--- src/logic/fpe_pkg.sv ---
// Purpose: shared constants for the flash program/erase sequencer
// Assumes: 32-bit classic wishbone slave, word-aligned registers
// Notes:   all offsets, field positions and counts live here
package fpe_pkg;

    // ========================================================
    // register byte offsets
    localparam logic [3:0] FPE_OFF_CTRL = 4'h0;
    localparam logic [3:0] FPE_OFF_STAT = 4'h4;
    localparam logic [3:0] FPE_OFF_MASK = 4'h8;

    // ========================================================
    // control register field positions
    localparam int FPE_BIT_START  = 15;
    localparam int FPE_BIT_PERMIT = 14;
    localparam int FPE_BIT_ERR    = 13;
    localparam int FPE_BIT_ERASE  = 6;
    localparam int FPE_OP_LSB     = 0;

    // control register value after power-on
    localparam logic [15:0] FPE_CTRL_RST = 16'h0000;

    // ========================================================
    // operation codes
    localparam logic [3:0] FPE_OP_BULK   = 4'hF;
    localparam logic [3:0] FPE_OP_GENSEG = 4'hD;
    localparam logic [3:0] FPE_OP_SECSEG = 4'hC;
    localparam logic [3:0] FPE_OP_WORD   = 4'h3;
    localparam logic [3:0] FPE_OP_PAGE   = 4'h2;
    localparam logic [3:0] FPE_OP_ROW    = 4'h1;
    localparam logic [3:0] FPE_OP_CFG    = 4'h0;

    // ========================================================
    // operation kinds issued to the array
    typedef enum logic [2:0] {
        FPE_K_NONE   = 3'h0,
        FPE_K_BULK   = 3'h1,
        FPE_K_GENSEG = 3'h2,
        FPE_K_SECSEG = 3'h3,
        FPE_K_PAGE   = 3'h4,
        FPE_K_WORD   = 3'h5,
        FPE_K_ROW    = 3'h6,
        FPE_K_CFG    = 3'h7
    } fpe_kind_t;

    // ========================================================
    // timing: internal timeout for array completion
    localparam int FPE_CLK_MHZ     = 250;
    localparam int FPE_TMO_US      = 100;
    localparam int FPE_TMO_CYC     = FPE_TMO_US * FPE_CLK_MHZ;
    localparam int FPE_NOP_CYC     = 4;

    // status / mask bits
    localparam int FPE_IRQ_DONE = 0;
    localparam int FPE_IRQ_ERR  = 1;

endpackage

--- src/logic/fpe_timer.sv ---
// Purpose: down-counter that times one flash operation
// Assumes: load wins over counting
// Notes:   expired pulses once when the count reaches zero
`timescale 1ns/1ps
`default_nettype none
module fpe_timer #(
    parameter int W = 16
) (
    input  wire logic         clk_i,
    input  wire logic         rst_i,
    input  wire logic         load_i,
    input  wire logic [W-1:0] count_i,
    input  wire logic         stop_i,
    output logic              expired_o
);

    logic [W-1:0] cnt_q;
    logic [W-1:0] cnt_d;
    logic         run_q;
    logic         run_d;
    logic         exp_q;
    logic         exp_d;

    // ========================================================
    // next count
    always_comb begin
        cnt_d = cnt_q;
        run_d = run_q;
        exp_d = 1'b0;
        if (load_i) begin
            cnt_d = count_i;
            run_d = 1'b1;
        end else if (stop_i) begin
            run_d = 1'b0;
        end else if (run_q) begin
            if (cnt_q == '0) begin
                run_d = 1'b0;
                exp_d = 1'b1;
            end else begin
                cnt_d = cnt_q - 1'b1;
            end
        end
    end

    // ========================================================
    // registers
    always_ff @(posedge clk_i) begin
        if (rst_i) begin
            cnt_q <= '0;
            run_q <= 1'b0;
            exp_q <= 1'b0;
        end else begin
            cnt_q <= cnt_d;
            run_q <= run_d;
            exp_q <= exp_d;
        end
    end

    assign expired_o = exp_q;

endmodule
`default_nettype wire

--- src/logic/fpe_ctrl.sv ---
// Purpose: flash program/erase sequencer with wishbone control registers
// Assumes: rst_i is the power-on reset; the array answers with done/fail
// Notes:   summary below; register map in the package
//
// Summary of operation
// - setting start launches the chosen operation; hardware clears start when done
// - start reads zero whenever no operation is running
// - software writes of zero to start are ignored
// - modify-permit zero blocks every program or erase launch
// - error flag sets on improper start attempt or failed termination
// - error flag clears on a clean start that writes it as zero and stays zero after success
// - erase select chooses erase or program meaning of the code
// - erase codes 1111 bulk, 0010 page, 0000 config byte; 0011/0001 idle
// - erase codes 1101 general segment, 1100 secure segment; others reserved
// - program codes 0011 word, 0001 row, 0000 config byte; rest idle
// - all control bits zero at power-on reset, the only reset that loads them
// - bits 12..7 and 5..4 read as zero
`timescale 1ns/1ps
`default_nettype none
module fpe_ctrl
    import fpe_pkg::*;
#(
    parameter int TMO_CYC = FPE_TMO_CYC,
    parameter int TW      = 16
) (
    input  wire logic        clk_i,
    input  wire logic        rst_i,
    // wishbone classic slave
    input  wire logic        wb_cyc_i,
    input  wire logic        wb_stb_i,
    input  wire logic        wb_we_i,
    input  wire logic [3:0]  wb_adr_i,
    input  wire logic [3:0]  wb_sel_i,
    input  wire logic [31:0] wb_dat_i,
    output logic [31:0]      wb_dat_o,
    output logic             wb_ack_o,
    output logic             wb_err_o,
    // flash array side
    output logic             arr_go_o,
    output logic [2:0]       arr_kind_o,
    input  wire logic        arr_done_i,
    input  wire logic        arr_fail_i,
    // interrupt
    output logic             irq_o
);

    typedef enum logic [2:0] {
        FPE_S_IDLE = 3'b001,
        FPE_S_BUSY = 3'b010,
        FPE_S_NOP  = 3'b100
    } fpe_state_t;

    // ========================================================
    // decode op code against erase select
    function automatic fpe_kind_t op_kind(input logic erase,
                                          input logic [3:0] op);
        fpe_kind_t k;
        k = FPE_K_NONE;
        if (erase) begin
            case (op)
                FPE_OP_BULK:   k = FPE_K_BULK;
                FPE_OP_GENSEG: k = FPE_K_GENSEG;
                FPE_OP_SECSEG: k = FPE_K_SECSEG;
                FPE_OP_PAGE:   k = FPE_K_PAGE;
                FPE_OP_CFG:    k = FPE_K_CFG;
                default:       k = FPE_K_NONE;
            endcase
        end else begin
            case (op)
                FPE_OP_WORD: k = FPE_K_WORD;
                FPE_OP_ROW:  k = FPE_K_ROW;
                FPE_OP_CFG:  k = FPE_K_CFG;
                default:     k = FPE_K_NONE;
            endcase
        end
        return k;
    endfunction

    fpe_state_t st_q, st_d;
    logic       start_q, start_d;
    logic       permit_q, permit_d;
    logic       err_q, err_d;
    logic       erase_q, erase_d;
    logic [3:0] op_q, op_d;
    fpe_kind_t  kind_q, kind_d;
    logic       go_q, go_d;
    logic [1:0] stat_q, stat_d;
    logic [1:0] mask_q, mask_d;
    logic       ack_q, ack_d;
    logic       err_ack_q, err_ack_d;
    logic [31:0] rdat_q, rdat_d;
    logic       tmr_load, tmr_stop, tmr_exp;
    logic [TW-1:0] tmr_cnt;

    logic        req, wr_ctrl, wr_hi, wr_lo, mapped;
    logic [15:0] ctrl_rd;
    logic        ev_done, ev_err;

    assign req     = wb_cyc_i && wb_stb_i && !ack_q && !err_ack_q;
    assign mapped  = (wb_adr_i == FPE_OFF_CTRL) ||
                     (wb_adr_i == FPE_OFF_STAT) ||
                     (wb_adr_i == FPE_OFF_MASK);
    assign wr_ctrl = req && wb_we_i && (wb_adr_i == FPE_OFF_CTRL);
    assign wr_hi   = wr_ctrl && wb_sel_i[1];
    assign wr_lo   = wr_ctrl && wb_sel_i[0];

    always_comb begin
        ctrl_rd = 16'h0000;
        ctrl_rd[FPE_BIT_START]  = start_q;
        ctrl_rd[FPE_BIT_PERMIT] = permit_q;
        ctrl_rd[FPE_BIT_ERR]    = err_q;
        ctrl_rd[FPE_BIT_ERASE]  = erase_q;
        ctrl_rd[FPE_OP_LSB +: 4] = op_q;
    end

    // ========================================================
    // sequencer and control register next state
    always_comb begin
        st_d     = st_q;
        start_d  = start_q;
        permit_d = permit_q;
        err_d    = err_q;
        erase_d  = erase_q;
        op_d     = op_q;
        kind_d   = kind_q;
        go_d     = 1'b0;
        ev_done  = 1'b0;
        ev_err   = 1'b0;
        tmr_load = 1'b0;
        tmr_stop = 1'b0;
        tmr_cnt  = TW'(TMO_CYC);
        // low byte fields are frozen while an operation runs
        if (wr_lo && st_q == FPE_S_IDLE) begin
            erase_d = wb_dat_i[FPE_BIT_ERASE];
            op_d    = wb_dat_i[FPE_OP_LSB +: 4];
        end
        if (wr_hi)
            permit_d = wb_dat_i[FPE_BIT_PERMIT];
        case (st_q)
            FPE_S_IDLE: begin
                // only a one on start acts
                if (wr_hi && wb_dat_i[FPE_BIT_START]) begin
                    if (!wb_dat_i[FPE_BIT_PERMIT] || !permit_q) begin
                        err_d  = 1'b1;
                        ev_err = 1'b1;
                    end else begin
                        start_d = 1'b1;
                        err_d   = wb_dat_i[FPE_BIT_ERR] & err_q;
                        kind_d  = op_kind(wr_lo ? wb_dat_i[FPE_BIT_ERASE]
                                                : erase_q,
                                          wr_lo ? wb_dat_i[3:0] : op_q);
                        tmr_load = 1'b1;
                        if (kind_d == FPE_K_NONE) begin
                            tmr_cnt = TW'(FPE_NOP_CYC);
                            st_d    = FPE_S_NOP;
                        end else begin
                            go_d = 1'b1;
                            st_d = FPE_S_BUSY;
                        end
                    end
                end
            end
            FPE_S_BUSY: begin
                // failure or timeout is improper termination
                if (arr_fail_i || tmr_exp) begin
                    err_d    = 1'b1;
                    ev_err   = 1'b1;
                    start_d  = 1'b0;
                    tmr_stop = 1'b1;
                    st_d     = FPE_S_IDLE;
                end else if (arr_done_i) begin
                    start_d  = 1'b0;
                    ev_done  = 1'b1;
                    tmr_stop = 1'b1;
                    st_d     = FPE_S_IDLE;
                end
            end
            FPE_S_NOP: begin
                if (tmr_exp) begin
                    start_d = 1'b0;
                    ev_done = 1'b1;
                    st_d    = FPE_S_IDLE;
                end
            end
            default: begin
                st_d    = FPE_S_IDLE;
                start_d = 1'b0;
            end
        endcase
    end

    // ========================================================
    // interrupt status (set wins over clear) and mask
    always_comb begin
        stat_d = stat_q;
        mask_d = mask_q;
        if (req && wb_we_i && wb_adr_i == FPE_OFF_STAT && wb_sel_i[0])
            stat_d = stat_q & ~wb_dat_i[1:0];
        if (req && wb_we_i && wb_adr_i == FPE_OFF_MASK && wb_sel_i[0])
            mask_d = wb_dat_i[1:0];
        if (ev_done)
            stat_d[FPE_IRQ_DONE] = 1'b1;
        if (ev_err)
            stat_d[FPE_IRQ_ERR] = 1'b1;
    end

    // ========================================================
    // bus answer: one cycle after the request, err on unmapped
    always_comb begin
        ack_d     = req && mapped;
        err_ack_d = req && !mapped;
        rdat_d    = rdat_q;
        if (req && !wb_we_i) begin
            case (wb_adr_i)
                FPE_OFF_CTRL: rdat_d = {16'h0000, ctrl_rd};
                FPE_OFF_STAT: rdat_d = {30'h0000_0000, stat_q};
                FPE_OFF_MASK: rdat_d = {30'h0000_0000, mask_q};
                default:      rdat_d = 32'h0000_0000;
            endcase
        end
    end

    // single reset is the power-on reset
    always_ff @(posedge clk_i) begin
        if (rst_i) begin
            st_q      <= FPE_S_IDLE;
            start_q   <= FPE_CTRL_RST[FPE_BIT_START];
            permit_q  <= FPE_CTRL_RST[FPE_BIT_PERMIT];
            err_q     <= FPE_CTRL_RST[FPE_BIT_ERR];
            erase_q   <= FPE_CTRL_RST[FPE_BIT_ERASE];
            op_q      <= FPE_CTRL_RST[3:0];
            kind_q    <= FPE_K_NONE;
            go_q      <= 1'b0;
            stat_q    <= 2'b00;
            mask_q    <= 2'b00;
            ack_q     <= 1'b0;
            err_ack_q <= 1'b0;
            rdat_q    <= 32'h0000_0000;
        end else begin
            st_q      <= st_d;
            start_q   <= start_d;
            permit_q  <= permit_d;
            err_q     <= err_d;
            erase_q   <= erase_d;
            op_q      <= op_d;
            kind_q    <= kind_d;
            go_q      <= go_d;
            stat_q    <= stat_d;
            mask_q    <= mask_d;
            ack_q     <= ack_d;
            err_ack_q <= err_ack_d;
            rdat_q    <= rdat_d;
        end
    end

    // operation timer, shared by real and empty operations
    fpe_timer #(
        .W (TW)
    ) u_timer (
        .clk_i     (clk_i),
        .rst_i     (rst_i),
        .load_i    (tmr_load),
        .count_i   (tmr_cnt),
        .stop_i    (tmr_stop),
        .expired_o (tmr_exp)
    );

    assign wb_dat_o   = rdat_q;
    assign wb_ack_o   = ack_q;
    assign wb_err_o   = err_ack_q;
    assign arr_go_o   = go_q;
    assign arr_kind_o = kind_q;
    assign irq_o      = |(stat_q & mask_q);

    // ========================================================
    // checks
    // start low only when idle
    a_start_idle: assert property (@(posedge clk_i) disable iff (rst_i)
        (start_q == (st_q != FPE_S_IDLE)))
        else $error("start bit disagrees with sequencer state");
    // zero write never clears a running start
    a_start_hold: assert property (@(posedge clk_i) disable iff (rst_i)
        (start_q && !arr_done_i && !arr_fail_i && !tmr_exp) |=> start_q)
        else $error("start bit dropped without completion");
    a_permit_gate: assert property (@(posedge clk_i) disable iff (rst_i)
        go_q |-> $past(permit_q))
        else $error("array started without modify permit");
    a_fail_err: assert property (@(posedge clk_i) disable iff (rst_i)
        (st_q == FPE_S_BUSY && arr_fail_i) |=> (err_q && !start_q))
        else $error("failure did not raise error flag");
    a_done_clear: assert property (@(posedge clk_i) disable iff (rst_i)
        (st_q == FPE_S_BUSY && arr_done_i && !arr_fail_i && !tmr_exp)
        |=> !start_q ##0 stat_q[FPE_IRQ_DONE])
        else $error("completion did not clear start");
    // empty op never touches array and ends in bounded time
    a_nop_end: assert property (@(posedge clk_i) disable iff (rst_i)
        $rose(st_q == FPE_S_NOP) |-> (!go_q) ##[1:8] !start_q)
        else $error("empty operation did not finish");
    // bulk code in erase mode issues bulk kind
    a_kind_bulk: assert property (@(posedge clk_i) disable iff (rst_i)
        (go_q && erase_q && op_q == FPE_OP_BULK) |-> kind_q == FPE_K_BULK)
        else $error("wrong kind for bulk erase");
    // row code in program mode issues row kind
    a_kind_row: assert property (@(posedge clk_i) disable iff (rst_i)
        (go_q && !erase_q && op_q == FPE_OP_ROW) |-> kind_q == FPE_K_ROW)
        else $error("wrong kind for row program");
    a_rsvd_zero: assert property (@(posedge clk_i) disable iff (rst_i)
        ack_q |-> (rdat_q[31:16] == 16'h0000))
        else $error("reserved bits not zero");

endmodule
`default_nettype wire

--- config.mk ---
export PLATFORM = sky130hd
export DESIGN_NAME = fpe_ctrl
export DESIGN_NICKNAME = d
export VERILOG_FILES = /design/src/logic/fpe_pkg.sv /design/src/logic/fpe_timer.sv /design/src/logic/fpe_ctrl.sv
export SDC_FILE = /design/constraint.sdc
export NUM_CORES = 1
export LEC_CHECK = 0
export BUFFER_PORTS_ARGS = -buffer_cell sky130_fd_sc_hd__clkbuf_2
export CORE_ASPECT_RATIO = 0.6
export CORE_MARGIN = 5
export CORE_UTILIZATION = 40
export CTS_BUF_LIST = sky130_fd_sc_hd__clkbuf_16
export DETAILED_ROUTE_END_ITERATION = 16
export HOLD_SLACK_MARGIN = 0.12
export PLACE_DENSITY = 0.68
export SYNTH_ARGS = -nofsm -noshare
export SYNTH_HDL_FRONTEND = slang
export SYNTH_SLANG_ARGS = --single-unit
--- constraint.sdc ---
create_clock -name clk_i -period 1.75 [get_ports clk_i]
set_input_delay 0.0875 -clock clk_i [delete_from_list [all_inputs] [get_ports clk_i]]
set_output_delay 0.0875 -clock clk_i [all_outputs]
set_load 0.03 [all_outputs]
==> impl_metrics.py <==
metrics = {
    "grt": {
        "grt_pass1_vias": 2345,
        "grt_max_degree": 38,
        "grt_first_pass_wirelength_um": 11400,
        "antenna_found_initial": 0,
        "gr-usage-all-layers_pct": 17.1,
        "overflow": 0,
    },
    "worst_setup_path": {
        "start_kind": "flop",
        "cp_data_required_time_ns": 1.92,
        "cp-startpoint": "u_timer.cnt_q[12]",
        "reg2reg_to": "u_timer.cnt_q[4]",
        "path_buf_inv": 2,
        "path_class": "reg -> reg",
        "ff2ff_path_depth": 7,
        "cp-end-kind": "flop",
        "cp_slowest_stage_delay_ns": 0.55,
        "slowest_stage": "or4_4",
        "cp.arrival_ns": 2.01,
        "crit_chain": "or4_4, nor3_4, buf_6, a2111oi_0, buf_4, xnor2_2, nor2_1",
        "critPathTopFamily": "simple AND/OR/NAND/NOR gates",
        "rrSetupSlack_ns": -0.09,
        "timing.rr.start": "u_timer.cnt_q[12]",
        "crit_fanout": 8,
    },
    "timing": {
        "fin_ws_ns": -0.0921,
        "hold_viol": 0,
        "holdWs_ns": 0.166,
        "setup_violations": 12,
        "min_period_over_period_pct": 105,
        "period_minus_slack_ns": 1.84,
        "rsz0062_at_grt": "yes",
        "finalMaxSlewViolations": 0,
        "fin_skew_ns": 0.00436,
        "fmax_mhz": 543,
    },
    "min_path": {
        "holdPathEnd": "mask_q[1]",
        "holdCritStartpoint": "wb_dat_i[1]",
        "min_path_type": "in -> reg",
        "hold_depth": 3,
    },
    "clock_tree": {
        "root_buffer": "clkbuf_16",
        "clock_sinks": 47,
        "htree_num_levels": 2,
        "path_clk_slew_ns": 0.07,
        "numCtsBuffers": 5,
        "clk_latency_ns": 0.28,
        "clk_path_buf_depth": 2,
        "tritoncts": "done",
    },
    "floorplanning": {
        "core_area_um2": 6620,
        "die_x_um": 116,
        "chipHeight_um": 73.6,
        "rows": 23,
        "ios": 86,
        "die_area_um2": 8540,
        "initial_core_util_pct": 40.7,
    },
    "yosys": {
        "synth_ff_type": "dfxtp_1",
        "synth_edf_count": 0,
        "synthCells": 310,
        "syn-cell-area_um2": 2700,
        "async_flop_share_pct": 0,
        "ys_ff_latch": 47,
        "yosysWarningCount": 0,
        "avgSynthCellArea_um2": 8.70,
        "synth_cell_type_count": 56,
        "ys_seq_area_share_pct": 34.9,
    },
    "finish": {
        "num_antenna_cells": 0,
        "design_area_um2": 3640,
        "nets": 444,
        "area_growth_pct": 34.8,
        "final_common_cell": "buf_4",
        "final_cell_mix": "buf_4 (55), dfxtp_1 (42), clkbuf_2 (35), nor2_1 (33), conb_1 (24)",
        "fill_cells": 594,
        "drive_gt1_share_pct": 39.3,
    },
    "placed_design": {
        "post-dp-hpwl_um": 5410,
        "place_congestion": 0.934,
        "dp_slack_ns": -0.173,
        "placed_cell_area_um2": 3230,
        "portBuffers": 35,
    },
    "pwr": {
        "cellPowerDensity_nw_per_um2": 610,
        "cellLeakagePower_nw": 1.48,
        "worst_ir_drop_vdd_mv": 0.567,
    },
    "routing": {
        "viasPerCell": 5.16,
        "drc_errors": 0,
        "drt_wl_total_um": 7440,
        "wl_per_cell_um": 15.4,
        "initialDrtViolationCount": 147,
        "drtPass1Iterations": 4,
        "vias": 2499,
        "detail-route-antenna-nets": 0,
    },
    "run_status": {
        "violations": "negative setup slack",
        "outcome": "complete, but fails checks",
    },
    "flow_run": {
        "cap_violations": 0,
    },
}
where the power goes:
part | switching [mW] | leakage [nW] | internal [mW]
Sequential | 0.000937 | 0.381 | 1.07
Combinational | 0.150 | 1.04 | 0.0545
Clock | 0.413 | 0.0674 | 0.527
cell type report:
| class | count | area [um^2] | share of cell area, % |
|---|---|---|---|
| multi-input combinational | 237 | 1720 | 47.3 |
| sequential | 47 | 947 | 26.0 |
| timing repair buffer | 100 | 696 | 19.1 |
| clock buffer | 5 | 125 | 3.44 |
| tap | 87 | 109 | 2.99 |
| clock inverter | 3 | 20.0 | 0.551 |
| inverter | 5 | 18.8 | 0.516 |
layer usage:
layer	routed length [um]	track usage, %
met1	3440	25.2
met2	3250	25.7
met3	697	4.03
met4	59	2.96
met5	0	0
what timing repair did:
action                                  CTS  global route
endpoints found under the setup margin   20            25
resized for setup                        17            28
hold endpoints to repair                  4             0
pin swaps                                 8             9
hold buffers                              4             0
setup buffers                             0             3
through the flow:
stage,TNS [ns],std cells,utilization (%),power (mW)
after detailed placement,-2.16,470,48.9,1.29
after floorplan,-0.149,333,-,1.27
after CTS,-0.528,481,52.6,2.23
after global placement,-1.49,470,48.9,1.29
final,-0.720,484,54.9,2.22
after global routing,-2.05,484,54.9,2.30
Yosys cell counts, drive strengths merged (2+ instances only):
library cell	instances	area share (%)
xnor2	16	5.2
or4	2	0.70
buf	35	9.6
nor2b	6	1.4
a22o	2	0.65
a211o	2	0.65
dfxtp	47	35
a2111oi	7	2.6
nor4	2	0.70
and4	2	0.65
a221oi	6	3.3
or3	6	1.6
nor3b	4	1.1
o21ai	6	1.1
a21oi	24	4.5
mux2i	10	3.7
or2	7	1.6
and3	4	0.93
nand3b	2	0.56
inv	5	0.70
a211oi	9	2.7
nand4	2	0.46
clkbuf	9	1.3
nor4b	4	1.3
and2	2	0.46
nor2	33	4.6
nand3	11	2.0
nand2	16	2.2
nor3	14	4.2
worst register-to-register path, stage by stage, from the launching register on:
cell and delay, ns:
dfxtp_2 0.32, or4_4 0.55, nor3_4 0.26, buf_6 0.18
a2111oi_0 0.09, buf_4 0.16, xnor2_2 0.12, nor2_1 0.05
cell families (layout without fill, tap and decap cells):
kind of cell             count (synthesis)  count (layout)  synth area share, %
adder cells (fa/ha/maj)                  1               1                0.464
AND/OR/NAND/NOR                        123             123                 26.5
other                                    1              24                0.139
buffers and inverters                   49             113                 11.6
multiplexers                            10              10                 3.71
flip-flops                              47              47                 34.9
XOR/XNOR                                16              16                 5.20
AO/OA/AOI/OAI                           63              63                 17.6
how the worst max path moves through the flow:
stage,to,cells past startpoint
final,u_timer.cnt_q[4],7
after CTS,u_timer.cnt_q[2],6
after global placement,u_timer.cnt_q[6],6
after floorplan,u_timer.cnt_q[3],6
after global routing,u_timer.cnt_q[3],6
after detailed placement,u_timer.cnt_q[14],5
sequential cells by signal (all words and copies together), names as in the netlist, 2 cells and up:
register / count
stat_q: 2
mask_q: 2
u_timer.cnt_q: 16
wb_dat_o: 8
st_q: 3
arr_kind_o: 3
op_q: 4
Power figures use the tool's default switching activity.
